**config.mk**
```make
export PLATFORM = sky130hd
export DESIGN_NAME = dao_top
export DESIGN_NICKNAME = d
export VERILOG_FILES = /design/src/dao_pkg.sv /design/src/dao_top.sv
export SDC_FILE = /design/constraint.sdc
export NUM_CORES = 1
export LEC_CHECK = 0
export BUFFER_PORTS_ARGS = -buffer_cell sky130_fd_sc_hd__buf_2
export CAP_MARGIN = 10
export CORE_MARGIN = 2
export CORE_UTILIZATION = 45
export CTS_CLUSTER_SIZE = 10
export DETAILED_ROUTE_END_ITERATION = 8
export PLACE_DENSITY = 0.66
export SYNTH_ARGS = -nofsm -noshare
export SYNTH_HDL_FRONTEND = slang
export SYNTH_SLANG_ARGS = --single-unit
```
**constraint.sdc**
```tcl
create_clock -name sys_clk_i -period 5.1 [get_ports sys_clk_i]
set_clock_uncertainty 0.1 [all_clocks]
set_input_delay 0.51 -clock sys_clk_i [delete_from_list [all_inputs] [get_ports sys_clk_i]]
set_output_delay 0.51 -clock sys_clk_i [all_outputs]
set_load 0.02 [all_outputs]
```
**src/dao_pkg.sv**
```systemverilog
`default_nettype none
package dao_pkg;

  localparam int unsigned SYS_CLK_MHZ    = 100;
  localparam int unsigned CODE_W         = 12;
  localparam int unsigned PIPE_LAT       = 6;

  // recovery and lock figures
  localparam int unsigned NAP_WAKE_EDGES = 100;
  localparam int unsigned DCS_LOCK_EDGES = 100;
  localparam int unsigned SLEEP_WAKE_US  = 2000;
  localparam int unsigned CLK_STOP_NS    = 1000;
  localparam int unsigned CLK_STOP_CYC   = (CLK_STOP_NS * SYS_CLK_MHZ) / 1000;

  localparam int unsigned WAKE_W = 18;
  localparam int unsigned LOCK_W = 7;
  localparam int unsigned STOP_W = 7;

  // register byte offsets
  localparam logic [4:0] OFS_CTRL   = 5'h00;
  localparam logic [4:0] OFS_STATUS = 5'h04;
  localparam logic [4:0] OFS_DATA_A = 5'h08;
  localparam logic [4:0] OFS_DATA_B = 5'h0C;

  // control fields
  localparam int unsigned CTRL_W      = 6;
  localparam int unsigned CTRL_MODE   = 0;
  localparam int unsigned CTRL_PD_A   = 2;
  localparam int unsigned CTRL_OEN_A  = 4;
  localparam logic [CTRL_W-1:0] CTRL_RESET = 6'h30;

  // strap levels
  localparam logic [1:0] MODE_GND   = 2'h0;
  localparam logic [1:0] MODE_THIRD = 2'h1;
  localparam logic [1:0] MODE_TWO3  = 2'h2;
  localparam logic [1:0] MODE_VDD   = 2'h3;

  // status fields
  localparam int unsigned ST_PWR_LSB   = 0;
  localparam int unsigned ST_VALID_LSB = 4;
  localparam int unsigned ST_DCS       = 6;
  localparam int unsigned ST_TWOS      = 7;
  localparam int unsigned ST_LOCK_LSB  = 8;

  localparam logic [CODE_W-1:0] CODE_MAX = 12'hFFF;
  localparam logic [CODE_W-1:0] CODE_MIN = 12'h000;
  localparam logic [CODE_W-1:0] CODE_MSB = 12'h800;

  typedef enum logic [1:0] {
    pwr_run   = 2'h0,
    pwr_nap   = 2'h1,
    pwr_sleep = 2'h2,
    pwr_wake  = 2'h3
  } dao_pwr_t;

  typedef struct packed {
    logic              hi;
    logic              lo;
    logic [CODE_W-1:0] code;
  } dao_raw_t;

  typedef struct packed {
    logic              ovr;
    logic [CODE_W-1:0] code;
  } dao_word_t;

endpackage : dao_pkg
`default_nettype wire

```
**src/dao_top.sv**
```systemverilog
// How it works
// - offset binary runs 000 at minus full scale, 800 at zero, FFF at plus
// - strap at two-thirds or full supply gives two's complement, msb inverted
// - strap at ground or one-third supply gives offset binary
// - stabilizer on at one-third and two-thirds levels, off otherwise
// - one strap setting governs both channels together
// - overrange flag high and code clamped to full scale beyond limits
// - disabled output enable puts channel bus and flag in high impedance
// - each bus has its own output enable
// - power-down low means normal conversion
// - power-down with enable off means sleep, slow millisecond recovery
// - power-down with enable on means nap, recovery after 100 sample clocks
// - sleep and nap force that channel's outputs to high impedance
// - each channel's power state depends only on its own controls
// - swap select high routes channel A to bus A, B to bus B
// - swap select low exchanges the buses with their flags
// - stabilizer samples on rising edge and locks after about 100 cycles
`timescale 1ns/1ps
`default_nettype none
module dao_top #(
  parameter int unsigned SLEEP_WAKE_CYC = dao_pkg::SLEEP_WAKE_US * dao_pkg::SYS_CLK_MHZ
) (
  input  wire logic                          sys_clk_i,
  input  wire logic                          resetn_i,
  input  wire logic [4:0]                    avs_address_i,
  input  wire logic                          avs_read_i,
  input  wire logic                          avs_write_i,
  input  wire logic [3:0]                    avs_byteenable_i,
  input  wire logic [31:0]                   avs_writedata_i,
  output logic [31:0]                        avs_readdata_o,
  output logic                               avs_waitrequest_o,
  input  wire logic                          sample_clock_a_i,
  input  wire logic                          sample_clock_b_i,
  input  wire logic                          bus_swap_select_i,
  input  wire dao_pkg::dao_raw_t             raw_a_i,
  input  wire dao_pkg::dao_raw_t             raw_b_i,
  output logic [dao_pkg::CODE_W-1:0]         out_bus_a_o,
  output logic                               overrange_flag_a_o,
  output logic                               out_bus_a_oe_o,
  output logic [dao_pkg::CODE_W-1:0]         out_bus_b_o,
  output logic                               overrange_flag_b_o,
  output logic                               out_bus_b_oe_o
);

  typedef struct packed {
    dao_pkg::dao_pwr_t                          pwr;
    logic                                       from_sleep;
    logic [dao_pkg::WAKE_W-1:0]                 wake_cnt;
    logic [dao_pkg::LOCK_W-1:0]                 lock_cnt;
    logic [dao_pkg::STOP_W-1:0]                 stop_cnt;
    logic                                       clk_prev;
    dao_pkg::dao_word_t [dao_pkg::PIPE_LAT-1:0] pipe;
    dao_pkg::dao_word_t                         word;
  } dao_chan_t;

  typedef struct packed {
    dao_chan_t [1:0]              ch;
    logic [dao_pkg::CTRL_W-1:0]   ctrl;
    logic                         ack;
    logic [31:0]                  rdata;
  } dao_state_t;

  localparam logic [dao_pkg::WAKE_W-1:0] SLEEP_CNT = SLEEP_WAKE_CYC[dao_pkg::WAKE_W-1:0];
  localparam logic [dao_pkg::WAKE_W-1:0] NAP_CNT   = dao_pkg::NAP_WAKE_EDGES[dao_pkg::WAKE_W-1:0];
  localparam logic [dao_pkg::LOCK_W-1:0] LOCK_DONE = dao_pkg::DCS_LOCK_EDGES[dao_pkg::LOCK_W-1:0];
  localparam logic [dao_pkg::STOP_W-1:0] STOP_DONE = dao_pkg::CLK_STOP_CYC[dao_pkg::STOP_W-1:0];

  dao_state_t state_ff;
  dao_state_t nxt_state;

  // outputs powered and converting
  function automatic logic awake(input dao_pkg::dao_pwr_t p);
    awake = (p == dao_pkg::pwr_run) || (p == dao_pkg::pwr_wake);
  endfunction : awake

  // clamp, flag and format one converter result
  function automatic dao_pkg::dao_word_t encode(input dao_pkg::dao_raw_t r,
                                                input logic twos);
    dao_pkg::dao_word_t w;
    w.ovr  = r.hi | r.lo;
    w.code = r.hi ? dao_pkg::CODE_MAX : (r.lo ? dao_pkg::CODE_MIN : r.code);
    if (twos) begin
      w.code = w.code ^ dao_pkg::CODE_MSB;
    end
    encode = w;
  endfunction : encode

  logic [1:0]          mode;
  logic                twos_fmt;
  logic                dcs_en;
  logic [1:0]          clk_in;
  logic [1:0]          edge_seen;
  logic [1:0]          ch_valid;
  logic [1:0]          ch_locked;
  dao_pkg::dao_raw_t   raw [2];
  logic                req;

  assign mode     = state_ff.ctrl[dao_pkg::CTRL_MODE +: 2];
  assign twos_fmt = (mode == dao_pkg::MODE_TWO3) ||
                    (mode == dao_pkg::MODE_VDD);
  assign dcs_en   = (mode == dao_pkg::MODE_THIRD) ||
                    (mode == dao_pkg::MODE_TWO3);
  assign clk_in   = {sample_clock_b_i, sample_clock_a_i};
  assign raw[0]   = raw_a_i;
  assign raw[1]   = raw_b_i;
  assign req      = avs_read_i | avs_write_i;

  always_comb begin
    logic pd;
    logic oen;
    pd        = 1'b0;
    oen       = 1'b0;
    nxt_state = state_ff;
    edge_seen = 2'b00;
    ch_valid  = 2'b00;
    ch_locked = 2'b00;
    for (int c = 0; c < 2; c++) begin
      pd  = state_ff.ctrl[dao_pkg::CTRL_PD_A + c];
      oen = state_ff.ctrl[dao_pkg::CTRL_OEN_A + c];
      // rising edge only, falling edge ignored
      edge_seen[c] = clk_in[c] & ~state_ff.ch[c].clk_prev;
      nxt_state.ch[c].clk_prev = clk_in[c];
      if (edge_seen[c]) begin
        nxt_state.ch[c].stop_cnt = '0;
      end else if (state_ff.ch[c].stop_cnt != STOP_DONE) begin
        nxt_state.ch[c].stop_cnt = state_ff.ch[c].stop_cnt + 1'b1;
      end
      // stabilizer relocks after power-down or a stopped clock
      if (pd || (state_ff.ch[c].stop_cnt == STOP_DONE)) begin
        nxt_state.ch[c].lock_cnt = '0;
      end else if (edge_seen[c] && (state_ff.ch[c].lock_cnt != LOCK_DONE)) begin
        nxt_state.ch[c].lock_cnt = state_ff.ch[c].lock_cnt + 1'b1;
      end
      ch_locked[c] = state_ff.ch[c].lock_cnt == LOCK_DONE;
      unique case (state_ff.ch[c].pwr)
        dao_pkg::pwr_run, dao_pkg::pwr_wake: begin
          if (pd) begin
            nxt_state.ch[c].pwr = oen ? dao_pkg::pwr_sleep : dao_pkg::pwr_nap;
          end else if (state_ff.ch[c].pwr == dao_pkg::pwr_wake) begin
            if (state_ff.ch[c].wake_cnt == '0) begin
              nxt_state.ch[c].pwr = dao_pkg::pwr_run;
            end else if (state_ff.ch[c].from_sleep || edge_seen[c]) begin
              nxt_state.ch[c].wake_cnt = state_ff.ch[c].wake_cnt - 1'b1;
            end
          end
        end
        dao_pkg::pwr_nap: begin
          if (pd && oen) begin
            nxt_state.ch[c].pwr = dao_pkg::pwr_sleep;
          end else if (!pd) begin
            nxt_state.ch[c].pwr        = dao_pkg::pwr_wake;
            nxt_state.ch[c].from_sleep = 1'b0;
            nxt_state.ch[c].wake_cnt   = NAP_CNT;
          end
        end
        dao_pkg::pwr_sleep: begin
          if (pd && !oen) begin
            nxt_state.ch[c].pwr = dao_pkg::pwr_nap;
          end else if (!pd) begin
            nxt_state.ch[c].pwr        = dao_pkg::pwr_wake;
            nxt_state.ch[c].from_sleep = 1'b1;
            nxt_state.ch[c].wake_cnt   = SLEEP_CNT;
          end
        end
      endcase
      ch_valid[c] = (state_ff.ch[c].pwr == dao_pkg::pwr_run) && (!dcs_en || ch_locked[c]);
      // one new word per sample clock after the pipeline
      if (edge_seen[c] && awake(state_ff.ch[c].pwr)) begin
        nxt_state.ch[c].pipe[0] = encode(raw[c], twos_fmt);
        for (int i = 1; i < dao_pkg::PIPE_LAT; i++) begin
          nxt_state.ch[c].pipe[i] = state_ff.ch[c].pipe[i-1];
        end
        nxt_state.ch[c].word = state_ff.ch[c].pipe[dao_pkg::PIPE_LAT-1];
      end
    end
    // avalon slave: one wait state, read data loaded before the release edge
    nxt_state.ack = req & ~state_ff.ack;
    if (req && !state_ff.ack) begin
      nxt_state.rdata = '0;
      unique case (avs_address_i)
        dao_pkg::OFS_CTRL: begin
          nxt_state.rdata[dao_pkg::CTRL_W-1:0] = state_ff.ctrl;
        end
        dao_pkg::OFS_STATUS: begin
          for (int c = 0; c < 2; c++) begin
            nxt_state.rdata[dao_pkg::ST_PWR_LSB + 2*c +: 2] = state_ff.ch[c].pwr;
            nxt_state.rdata[dao_pkg::ST_VALID_LSB + c]      = ch_valid[c];
            nxt_state.rdata[dao_pkg::ST_LOCK_LSB + c]       = ch_locked[c];
          end
          nxt_state.rdata[dao_pkg::ST_DCS]  = dcs_en;
          nxt_state.rdata[dao_pkg::ST_TWOS] = twos_fmt;
        end
        dao_pkg::OFS_DATA_A: begin
          nxt_state.rdata[dao_pkg::CODE_W:0] = state_ff.ch[0].word;
        end
        dao_pkg::OFS_DATA_B: begin
          nxt_state.rdata[dao_pkg::CODE_W:0] = state_ff.ch[1].word;
        end
        default: begin
          nxt_state.rdata = '0;
        end
      endcase
    end
    if (avs_write_i && state_ff.ack && avs_byteenable_i[0] &&
        (avs_address_i == dao_pkg::OFS_CTRL)) begin
      nxt_state.ctrl = avs_writedata_i[dao_pkg::CTRL_W-1:0];
    end
  end

  always_ff @(posedge sys_clk_i or negedge resetn_i) begin
    if (!resetn_i) begin
      state_ff      <= '0;
      state_ff.ctrl <= dao_pkg::CTRL_RESET;
      for (int c = 0; c < 2; c++) begin
        state_ff.ch[c].pwr <= dao_pkg::pwr_run;
      end
    end else begin
      state_ff <= nxt_state;
    end
  end

  assign avs_waitrequest_o = req & ~state_ff.ack;
  assign avs_readdata_o    = state_ff.rdata;

  dao_pkg::dao_word_t bus_a_word;
  dao_pkg::dao_word_t bus_b_word;
  assign bus_a_word = bus_swap_select_i ? state_ff.ch[0].word
                                        : state_ff.ch[1].word;
  assign bus_b_word = bus_swap_select_i ? state_ff.ch[1].word
                                        : state_ff.ch[0].word;

  assign out_bus_a_o        = bus_a_word.code;
  assign overrange_flag_a_o = bus_a_word.ovr;
  assign out_bus_b_o        = bus_b_word.code;
  assign overrange_flag_b_o = bus_b_word.ovr;
  // enable for data and flag together, forced off in nap and sleep
  assign out_bus_a_oe_o = ~state_ff.ctrl[dao_pkg::CTRL_OEN_A] &
                          awake(state_ff.ch[0].pwr);
  assign out_bus_b_oe_o = ~state_ff.ctrl[dao_pkg::CTRL_OEN_A + 1] &
                          awake(state_ff.ch[1].pwr);

  logic [1:0] bus_oe;
  assign bus_oe = {out_bus_b_oe_o, out_bus_a_oe_o};

  for (genvar g = 0; g < 2; g++) begin : g_chk
    a_hiz_powered_down: assert property (@(posedge sys_clk_i) disable iff (!resetn_i)
      (state_ff.ch[g].pwr inside {dao_pkg::pwr_nap, dao_pkg::pwr_sleep}) |-> !bus_oe[g])
      else $error("bus driven while channel powered down");
    a_oe_disables_bus: assert property (@(posedge sys_clk_i) disable iff (!resetn_i)
      state_ff.ctrl[dao_pkg::CTRL_OEN_A + g] |-> !bus_oe[g])
      else $error("bus driven with enable off");
    a_sleep_entry: assert property (@(posedge sys_clk_i) disable iff (!resetn_i)
      (state_ff.ctrl[dao_pkg::CTRL_PD_A + g] && state_ff.ctrl[dao_pkg::CTRL_OEN_A + g])
      |=> state_ff.ch[g].pwr == dao_pkg::pwr_sleep)
      else $error("sleep not entered");
    a_nap_entry: assert property (@(posedge sys_clk_i) disable iff (!resetn_i)
      (state_ff.ctrl[dao_pkg::CTRL_PD_A + g] && !state_ff.ctrl[dao_pkg::CTRL_OEN_A + g])
      |=> state_ff.ch[g].pwr == dao_pkg::pwr_nap)
      else $error("nap not entered");
    a_nap_wake_count: assert property (@(posedge sys_clk_i) disable iff (!resetn_i)
      (state_ff.ch[g].pwr == dao_pkg::pwr_nap && !state_ff.ctrl[dao_pkg::CTRL_PD_A + g])
      |=> (state_ff.ch[g].pwr == dao_pkg::pwr_wake) && (state_ff.ch[g].wake_cnt == NAP_CNT))
      else $error("nap exit did not load 100 edges");
    a_wake_to_run: assert property (@(posedge sys_clk_i) disable iff (!resetn_i)
      (state_ff.ch[g].pwr == dao_pkg::pwr_wake && state_ff.ch[g].wake_cnt == '0 &&
       !state_ff.ctrl[dao_pkg::CTRL_PD_A + g]) |=> state_ff.ch[g].pwr == dao_pkg::pwr_run)
      else $error("recovery did not end in run");
    a_ovr_clamped: assert property (@(posedge sys_clk_i) disable iff (!resetn_i)
      state_ff.ch[g].word.ovr |-> (state_ff.ch[g].word.code[dao_pkg::CODE_W-2:0] == '1 ||
                                   state_ff.ch[g].word.code[dao_pkg::CODE_W-2:0] == '0))
      else $error("overrange word not at full scale");
    a_edge_update: assert property (@(posedge sys_clk_i) disable iff (!resetn_i)
      (edge_seen[g] && awake(state_ff.ch[g].pwr))
      |=> state_ff.ch[g].word == $past(state_ff.ch[g].pipe[dao_pkg::PIPE_LAT-1]))
      else $error("word did not advance on sample edge");
    a_word_hold: assert property (@(posedge sys_clk_i) disable iff (!resetn_i)
      !edge_seen[g] |=> $stable(state_ff.ch[g].word))
      else $error("word changed without a sample edge");
    a_asleep_frozen: assert property (@(posedge sys_clk_i) disable iff (!resetn_i)
      (state_ff.ch[g].pwr inside {dao_pkg::pwr_nap, dao_pkg::pwr_sleep})
      |=> $stable(state_ff.ch[g].word))
      else $error("word changed while powered down");
    a_lock_clear: assert property (@(posedge sys_clk_i) disable iff (!resetn_i)
      state_ff.ctrl[dao_pkg::CTRL_PD_A + g] |=> state_ff.ch[g].lock_cnt == '0)
      else $error("lock kept through power-down");
    a_lock_count: assert property (@(posedge sys_clk_i) disable iff (!resetn_i)
      (edge_seen[g] && !state_ff.ctrl[dao_pkg::CTRL_PD_A + g] &&
       state_ff.ch[g].stop_cnt != STOP_DONE && state_ff.ch[g].lock_cnt != LOCK_DONE)
      |=> state_ff.ch[g].lock_cnt == $past(state_ff.ch[g].lock_cnt) + 1'b1)
      else $error("lock count missed a rising edge");
    a_run_own_ctrl: assert property (@(posedge sys_clk_i) disable iff (!resetn_i)
      (state_ff.ch[g].pwr == dao_pkg::pwr_run && !state_ff.ctrl[dao_pkg::CTRL_PD_A + g])
      |=> state_ff.ch[g].pwr == dao_pkg::pwr_run)
      else $error("running channel left run");
    a_oe_enables_bus: assert property (@(posedge sys_clk_i) disable iff (!resetn_i)
      (!state_ff.ctrl[dao_pkg::CTRL_OEN_A + g] && awake(state_ff.ch[g].pwr)) |-> bus_oe[g])
      else $error("enabled bus not driven");
    a_flag_entry: assert property (@(posedge sys_clk_i) disable iff (!resetn_i)
      (edge_seen[g] && awake(state_ff.ch[g].pwr))
      |=> state_ff.ch[g].pipe[0].ovr == ($past(raw[g].hi) || $past(raw[g].lo)))
      else $error("overrange flag wrong on entry");
    a_code_format: assert property (@(posedge sys_clk_i) disable iff (!resetn_i)
      (edge_seen[g] && awake(state_ff.ch[g].pwr) && !raw[g].hi && !raw[g].lo)
      |=> state_ff.ch[g].pipe[0].code ==
          ($past(raw[g].code) ^ ($past(twos_fmt) ? dao_pkg::CODE_MSB : dao_pkg::CODE_MIN)))
      else $error("sample code format wrong");
  end

  a_swap_route: assert property (@(posedge sys_clk_i) disable iff (!resetn_i)
    !bus_swap_select_i |-> (out_bus_b_o == state_ff.ch[0].word.code &&
                            overrange_flag_a_o == state_ff.ch[1].word.ovr))
    else $error("swap low did not exchange buses");
  a_dcs_strap: assert property (@(posedge sys_clk_i) disable iff (!resetn_i)
    dcs_en == (mode[0] ^ mode[1]))
    else $error("stabilizer select wrong");
  a_bus_answer: assert property (@(posedge sys_clk_i) disable iff (!resetn_i)
    (req && avs_waitrequest_o) |=> !avs_waitrequest_o)
    else $error("avalon answer late");
  a_swap_direct: assert property (@(posedge sys_clk_i) disable iff (!resetn_i)
    bus_swap_select_i |-> (out_bus_a_o == state_ff.ch[0].word.code &&
                           overrange_flag_a_o == state_ff.ch[0].word.ovr &&
                           out_bus_b_o == state_ff.ch[1].word.code))
    else $error("swap high did not route straight");
  a_ctrl_write: assert property (@(posedge sys_clk_i) disable iff (!resetn_i)
    (avs_write_i && !avs_waitrequest_o && avs_byteenable_i[0] &&
     avs_address_i == dao_pkg::OFS_CTRL)
    |=> state_ff.ctrl == $past(avs_writedata_i[dao_pkg::CTRL_W-1:0]))
    else $error("control write lost");

  c_nap_recover: cover property (@(posedge sys_clk_i) disable iff (!resetn_i)
    state_ff.ch[0].pwr == dao_pkg::pwr_wake ##1 state_ff.ch[0].pwr == dao_pkg::pwr_run);
  c_sleep_seen: cover property (@(posedge sys_clk_i) disable iff (!resetn_i)
    state_ff.ch[1].pwr == dao_pkg::pwr_sleep);
  c_swapped_ovr: cover property (@(posedge sys_clk_i) disable iff (!resetn_i)
    !bus_swap_select_i && overrange_flag_a_o && out_bus_a_oe_o);
  c_locked_twos: cover property (@(posedge sys_clk_i) disable iff (!resetn_i)
    twos_fmt && ch_valid[0]);
  c_interleave: cover property (@(posedge sys_clk_i) disable iff (!resetn_i)
    out_bus_a_oe_o && !out_bus_b_oe_o && bus_swap_select_i ##1 !bus_swap_select_i);

endmodule : dao_top
`default_nettype wire

```
==> results.md, run 1 <==
- CORE AREA: between 0.02 and 0.03 sq mm
- Row cnt: between 60 and 70
- Vias: 8509
- Maximum vdd drop: 0.433 mV
- Max-cap violations: 0
- Synth Register Bits: 274
- Critical Path RT: ~5.4 ns
- Antenna violations before repair: 0
- Most frequent cells in the layout: dfrtp_1 (272), mux2_2 (183), nor2_1 (98)
- Min-Delay Path Class: input pin to register
- TritonCTS buffer count: 34
- DP Cell Count: between 1500 and 2000
- Fmax: 0.330 GHz
- Root Buffer Master: clkbuf_16
- Cell Pwr Density: 592 mW/mm^2
- GRT Residual Overflow: 0
- Worst hold margin: 0.0188 ns
- Asr flop ratio synth: 100%
- # DRC: 0
- R2R cell count: 6
- Data arrival time of the worst path: 3.31 ns
- Proportion of layout cells with a drive suffix above 1: 28.7%
- Detailed Route WL: 26100 um
- Routability cong.: 0.821
- Post-synthesis sequential area ratio: 53.5%
- Fillers: 2478
- Leakage: 6.32 nW
- First-pass GRT wire length: 43500 um
- Wire per inst: 16.6 um
- Detail Route Antenna Nets: 0
- Pin count of the biggest net entering global routing: approximately 110
- Layer with the highest usage: met2
- Overall routing resource usage: between 10% and 20%
- Worst r2r dst: state_ff[243]$_DFFE_PN0P_
- Yosys warns: 0
- Unrepaired setup endpoints after global routing: no
- Finished Core Util: 51.6%
- Placed Area: 0.0134 sq mm
- Clock-pin transition on the worst setup and hold timing paths: 0.06 ns
- H-tree depth: 2
- Die Width: 173 um
- Post-layout nets: 1283
- DR pass1 iterations: 5
- Layout Area Growth over Synthesis: 12.6%
- Post-Layout Cell Count: 1571
- Ys flop type: dfrtp_1
- Vias in the first global route: 8264
- Number of flops mapped to enable cells by yosys: 0
- Largest cells by area after synthesis: dfrtp_1 (53%), mux2_2 (16%), a21oi_1 (3.4%)
- Total power: around 8.5 mW
- Top cell type's share of synthesized area: ~53%
- Met2 Use GR: between 20 and 30%
- Skew-Pair Late Insertion Delay: around 0.51 ns
- Initial core utilization: 45.9%
- Setup crit start: state_ff[291]$_DFFE_PN0P_
- Met3 Use GR: under 10%
- Post-synth top area cell: dfrtp_1
- Iteration-0 DRC Markers: about 620
- DP HPWL: 17600 um
- Setup TNS: 0 ns
- Mapped Cells: 1114
- Number of I/O port buffers: 88
- Period Utilization, post-route: 59.4%
- Final worst slack: roughly 2.1 ns
- Post-CTS Setup Inserts: 0
- Worst hold start: sample_clock_b_i
- Tmin final: 3.03 ns
- Die H: about 170 um
- Worst setup path endpoint: state_ff[243]$_DFFE_PN0P_
- Io pins: 137
- Met1 usage: 25.8%
- CP max FO: 75
- Crit Path Class: register to register
- Rel. slew slack: a little over a third
- Worst Max-Slew Pin Slew: 0.948 ns
- Critical path capture point type: register
- Clk sinks: 274
- Outcome: completed
- Design Area, Final: 0.0144 sq mm
- Post-synth cell types: 72
- Clock Path Buffers: 3
- Worst slack at placement: 2.05 ns
- Synth Cell Area: 0.0128 sq mm
- R2R setup slack: 2.07 ns
- Startpoint types: register
- Hold Vio Cnt, Final: 0
- Most common cell after layout, fill and taps aside: dfrtp_1
- Vias per cell: 5.42
- TritonCTS clock tree: yes
- ANT cells: 0
- Avg Synthesized Cell Area: 11.5 sq um
- Worst r2r src: state_ff[291]$_DFFE_PN0P_
- Final setup vio count: 0
- Final slew viol count: 0
- DIE AREA: between 0.02 and 0.03 sq mm
## layer usage
layer	share of wire [%]	wire length (um)	vias up
met1	49	12700	4203
met4	2.4	622	0
met3	4.4	1150	45
li1	-	-	4078
met5	0	0	-
met2	45	11600	183
## report_power, final
group	total [mW]	switching, mW	internal, mW	leakage, nW
sequential	3.60	0.585	3.01	3.35
clock	2.16	0.863	1.30	0.479
combinational	2.78	1.47	1.31	2.49
## cells in the mapped netlist (7+ instances only)
cell	n
dfrtp_1	272
mux2_2	183
nor2_1	99
a21oi_1	86
nand2_1	64
o21ai_0	40
buf_4	32
inv_1	28
clkbuf_1	22
ha_1	22
nand3_1	21
buf_2	20
mux2i_1	16
nor3_1	15
or3_1	15
xor2_1	12
nand2b_1	9
a22oi_1	8
xnor2_1	7
## flip-flops by register name (all words and copies together) (netlist names)
register and cells:
avs_readdata_o 13, state_ff 259, mode 2
## worst max-delay path, stage by stage (launching register included)
cell and delay, ns:
dfrtp_1 0.40, inv_1 0.10, ha_1 0.54, inv_2 0.26, and2_4 0.75, buf_4 0.36, mux2_2 0.36
## cell families (layout without fill, tap and decap cells)
group / count (synthesis) / count (layout) / synth area share, %
other: 1 / 19 / 0.0293
AO/OA/AOI/OAI: 207 / 207 / 10.3
multiplexers: 202 / 202 / 17.6
adder cells (fa/ha/maj): 22 / 22 / 2.15
XOR/XNOR: 19 / 19 / 1.30
flip-flops: 274 / 274 / 53.5
buffers and inverters: 109 / 170 / 4.33
AND/OR/NAND/NOR: 280 / 280 / 10.8
## repair_timing
| item | 4_1_cts | 5_1_grt |
|---|---|---|
| endpoints found under the hold margin | 4 | 0 |
| hold buffers | 1 | 0 |
| resized for setup | 0 | 0 |
## final cells by class
type	instances	area (sq um)	area share [%]
multi-input cells	749	5480	38.0
clock buffers	40	903	6.26
inverters	29	109	0.755
repair buffers	97	533	3.69
flip-flops and latches	274	6860	47.5
well taps	378	473	3.28
clock inverters	4	71.3	0.494
## worst min path at each step
stage,depth (start not counted),slack (ns),to
final,1,0.02,state_ff[257]$_DFF_PN0_
after global routing,1,0.01,state_ff[257]$_DFF_PN0_
after global placement,2,0.36,state_ff[173]$_DFFE_PN0P_
after floorplan,0,0.11,avs_readdata_o[0]$_DFFE_PN0P_
after detailed placement,2,0.36,avs_readdata_o[9]$_DFFE_PN0P_
after CTS,1,0.009,state_ff[257]$_DFF_PN0_
(Power assumes the default switching activity.)
==> inputs of run 2 (changes only) <==
Settings changed: PLACE_DENSITY 0.66 to 0.68.
Clock period 5.1 ns to 2.78 ns, I/O delays scaled along.
==> results.md, run 2 (synthesized netlist as in run 1, its figures left out) <==
- Rel. slew slack: 55.3% (was 36.4%)
- Outcome: completed (unchanged)
- Hold Crit Depth: 3 (was 1)
- Clock-pin transition on the worst setup and hold timing paths: 0.06 ns (about the same)
- Die Width: 173 um (unchanged)
- Sw Share: 34.3% (was 34.2%)
- Most frequent cells in the layout: dfrtp_1 (272), mux2_2 (183), nor2_1 (98) (unchanged)
- Internal power: 10.2 mW (was 5.62 mW)
- Io pins: 137 (unchanged)
- Tmin final: 2.41 ns
- Die H: 173 um (unchanged)
- Detailed Route WL: 26400 um (was 26100 um)
- ANT cells: 0 (unchanged)
- Setup TNS: 0 ns (unchanged)
- Post-layout nets: 1330 (was 1283)
- Logic pwr share: 34.3% (was 32.6%)
- Min-Delay Path Class: input pin to register (unchanged)
- First-pass GRT wire length: 43900 um (was 43500 um)
- Fmax: around 0.42 GHz
- Multi-input logic area: 0.00548 sq mm (unchanged)
- Total power: 15.5 mW (was 8.54 mW)
- Unrepaired setup endpoints after global routing: no (unchanged)
- Crit Path Class: register to output pin (was register to register)
- Worst Max-Slew Pin Slew: 0.667 ns (was 0.948 ns)
- Number of I/O port buffers: 88 (unchanged)
- Overall routing resource usage: 17.7% (about the same)
- Period Utilization, post-route: 86.6%
- Clock Path Buffers: 3 (unchanged)
- Fillers: 2440 (was 2478)
- GRT Residual Overflow: 0 (unchanged)
- Vias per cell: 5.37 (was 5.42)
- R2R cell count: 6 (unchanged)
- DIE AREA: 0.0298 sq mm (unchanged)
- Clk sinks: 274 (unchanged)
- Worst r2r src: state_ff[165]$_DFFE_PN0P_ (was state_ff[291]$_DFFE_PN0P_)
- Critical Path RT: 2.40 ns (was 5.38 ns)
- Antenna violations before repair: 0 (unchanged)
- Maximum vdd drop: 0.562 mV (was 0.433 mV)
- Initial core utilization: 45.9% (unchanged)
- Psw: 5.30 mW (was 2.92 mW)
- Post-CTS Setup Inserts: 0 (unchanged)
- Vias in the first global route: 8333 (was 8264)
- Clock Power Share: 23.0% (was 25.3%)
- Cell Pwr Density: 1040 mW/mm^2 (was 592 mW/mm^2)
- Finished Core Util: 53.1% (was 51.6%)
- Max reg flops: 259 (unchanged)
- # DRC: 0 (unchanged)
- Root Buffer Master: clkbuf_16 (unchanged)
- TritonCTS buffer count: 31 (was 34)
- Final slew viol count: 0 (unchanged)
- Startpoint types: register (unchanged)
- Sequential Area: 0.00686 sq mm (unchanged)
- Placed Area: 0.0136 sq mm (was 0.0134 sq mm)
- H-tree depth: 1 (was 2)
- Design Area, Final: 0.0148 sq mm (was 0.0144 sq mm)
- Vias: 8701 (was 8509)
- Leakage: 6.50 nW (was 6.32 nW)
- Detail Route Antenna Nets: 0 (unchanged)
- Row cnt: 61 (unchanged)
- DR pass1 iterations: 6 (was 5)
- CP max FO: 18 (was 75)
- Layout Area Growth over Synthesis: 15.9% (was 12.6%)
- Critical path capture point type: output pin (was register)
- Largest reg by FF count: state_ff (unchanged)
- Proportion of layout cells with a drive suffix above 1: 28.2% (was 28.7%)
- Hold Path End: state_ff[185]$_DFFE_PN0P_ (was state_ff[257]$_DFF_PN0_)
- Routability cong.: 0.868 (was 0.821)
- Worst hold start: raw_b_i[13] (was sample_clock_b_i)
- TritonCTS clock tree: yes (unchanged)
- Data arrival time of the worst path: 2.03 ns (was 3.31 ns)
- Iteration-0 DRC Markers: 740 (was 621)
- Worst r2r dst: state_ff[148]$_DFFE_PN0P_ (was state_ff[243]$_DFFE_PN0P_)
- Max-cap violations: 0 (unchanged)
- Worst hold margin: 0.0338 ns (was 0.0188 ns)
- Wire per inst: 16.3 um (was 16.6 um)
- Pin count of the biggest net entering global routing: 105 (was 108)
- Hold Vio Cnt, Final: 0 (unchanged)
- Final setup vio count: 0 (unchanged)
- DP HPWL: 18000 um (was 17600 um)
- R2R setup slack: 0.38 ns (was 2.07 ns)
- Skew-Pair Late Insertion Delay: 0.56 ns (was 0.51 ns)
- Sequential cell fraction of total power: 42.7% (was 42.1%)
- CORE AREA: 0.0279 sq mm (unchanged)
- Most common cell after layout, fill and taps aside: dfrtp_1 (unchanged)
## run 2: cell count changes in the layout (fill, tap and decap cells not counted), sizes merged
cell / before / now
dlygate4sd3: 1 / 36
clkbuf: 40 / 42
bufinv: 1 / 0
buf: 96 / 111
clkinv: 2 / 0
## run 2: worst max-delay path, stage by stage (launching register included)
cell     delay (ns)
dfrtp_1        0.43
inv_1          0.09
ha_1           0.44
buf_4          0.27
nor2_1         0.07
buf_2          0.16
## run 2: metal layers
metal | GRT usage (%) | up-vias | share of wire [%]
li1 | - | 4168 | -
met2 | 27.6 | 188 | 46
met3 | 2.37 | 40 | 3.9
met1 | 26.3 | 4305 | 48
met4 | 4.73 | 0 | 2.3
met5 | 0 | - | 0
## run 2: repair_timing
action                                 in CTS  in global routing
hold buffers                               36                  0
gates resized for setup                     0                  0
endpoints found under the hold margin      99                  0
## run 2: power groups by stage
stage,clock (mW),sequential (mW),combinational [mW]
after global placement,0,6.59,5.15
after CTS,3.66,6.61,5.33
after global routing,3.82,6.81,5.87
final,3.56,6.61,5.30
after floorplan,0,6.21,4.14
after detailed placement,0,6.67,5.27
## run 2: stage by stage
| stage | instances | setup WS [ns] |
|---|---|---|
| 2_1_floorplan | 1132 | 0.582 |
| 3_3_place_gp | 1541 | 0.469 |
| 3_5_place_dp | 1541 | 0.418 |
| 4_1_cts | 1620 | 0.351 |
| 5_1_grt | 1620 | 0.177 |
| 6_report | 1620 | 0.373 |
## run 2: how the worst max path moves through the flow
| stage | end | from |
|---|---|---|
| 5_1_grt | state_ff[275]$_DFFE_PN0P_ | state_ff[292]$_DFFE_PN0P_ |
| 2_1_floorplan | state_ff[218]$_DFFE_PN0P_ | state_ff[291]$_DFFE_PN0P_ |
| 3_3_place_gp | state_ff[148]$_DFFE_PN0P_ | state_ff[164]$_DFFE_PN0P_ |
| 3_5_place_dp | state_ff[275]$_DFFE_PN0P_ | state_ff[292]$_DFFE_PN0P_ |
| 6_report | out_bus_a_oe_o | state_ff[165]$_DFFE_PN0P_ |
| 4_1_cts | out_bus_a_oe_o | state_ff[165]$_DFFE_PN0P_ |
## run 2: cell type report
| class | count | area share [%] |
|---|---|---|
| clock buffers | 42 | 5.64 |
| clock inverters | 1 | 0.135 |
| inverters | 29 | 0.733 |
| multi-input cells | 749 | 36.9 |
| flip-flops and latches | 274 | 46.2 |
| well taps | 378 | 3.19 |
| repair buffers | 147 | 7.21 |
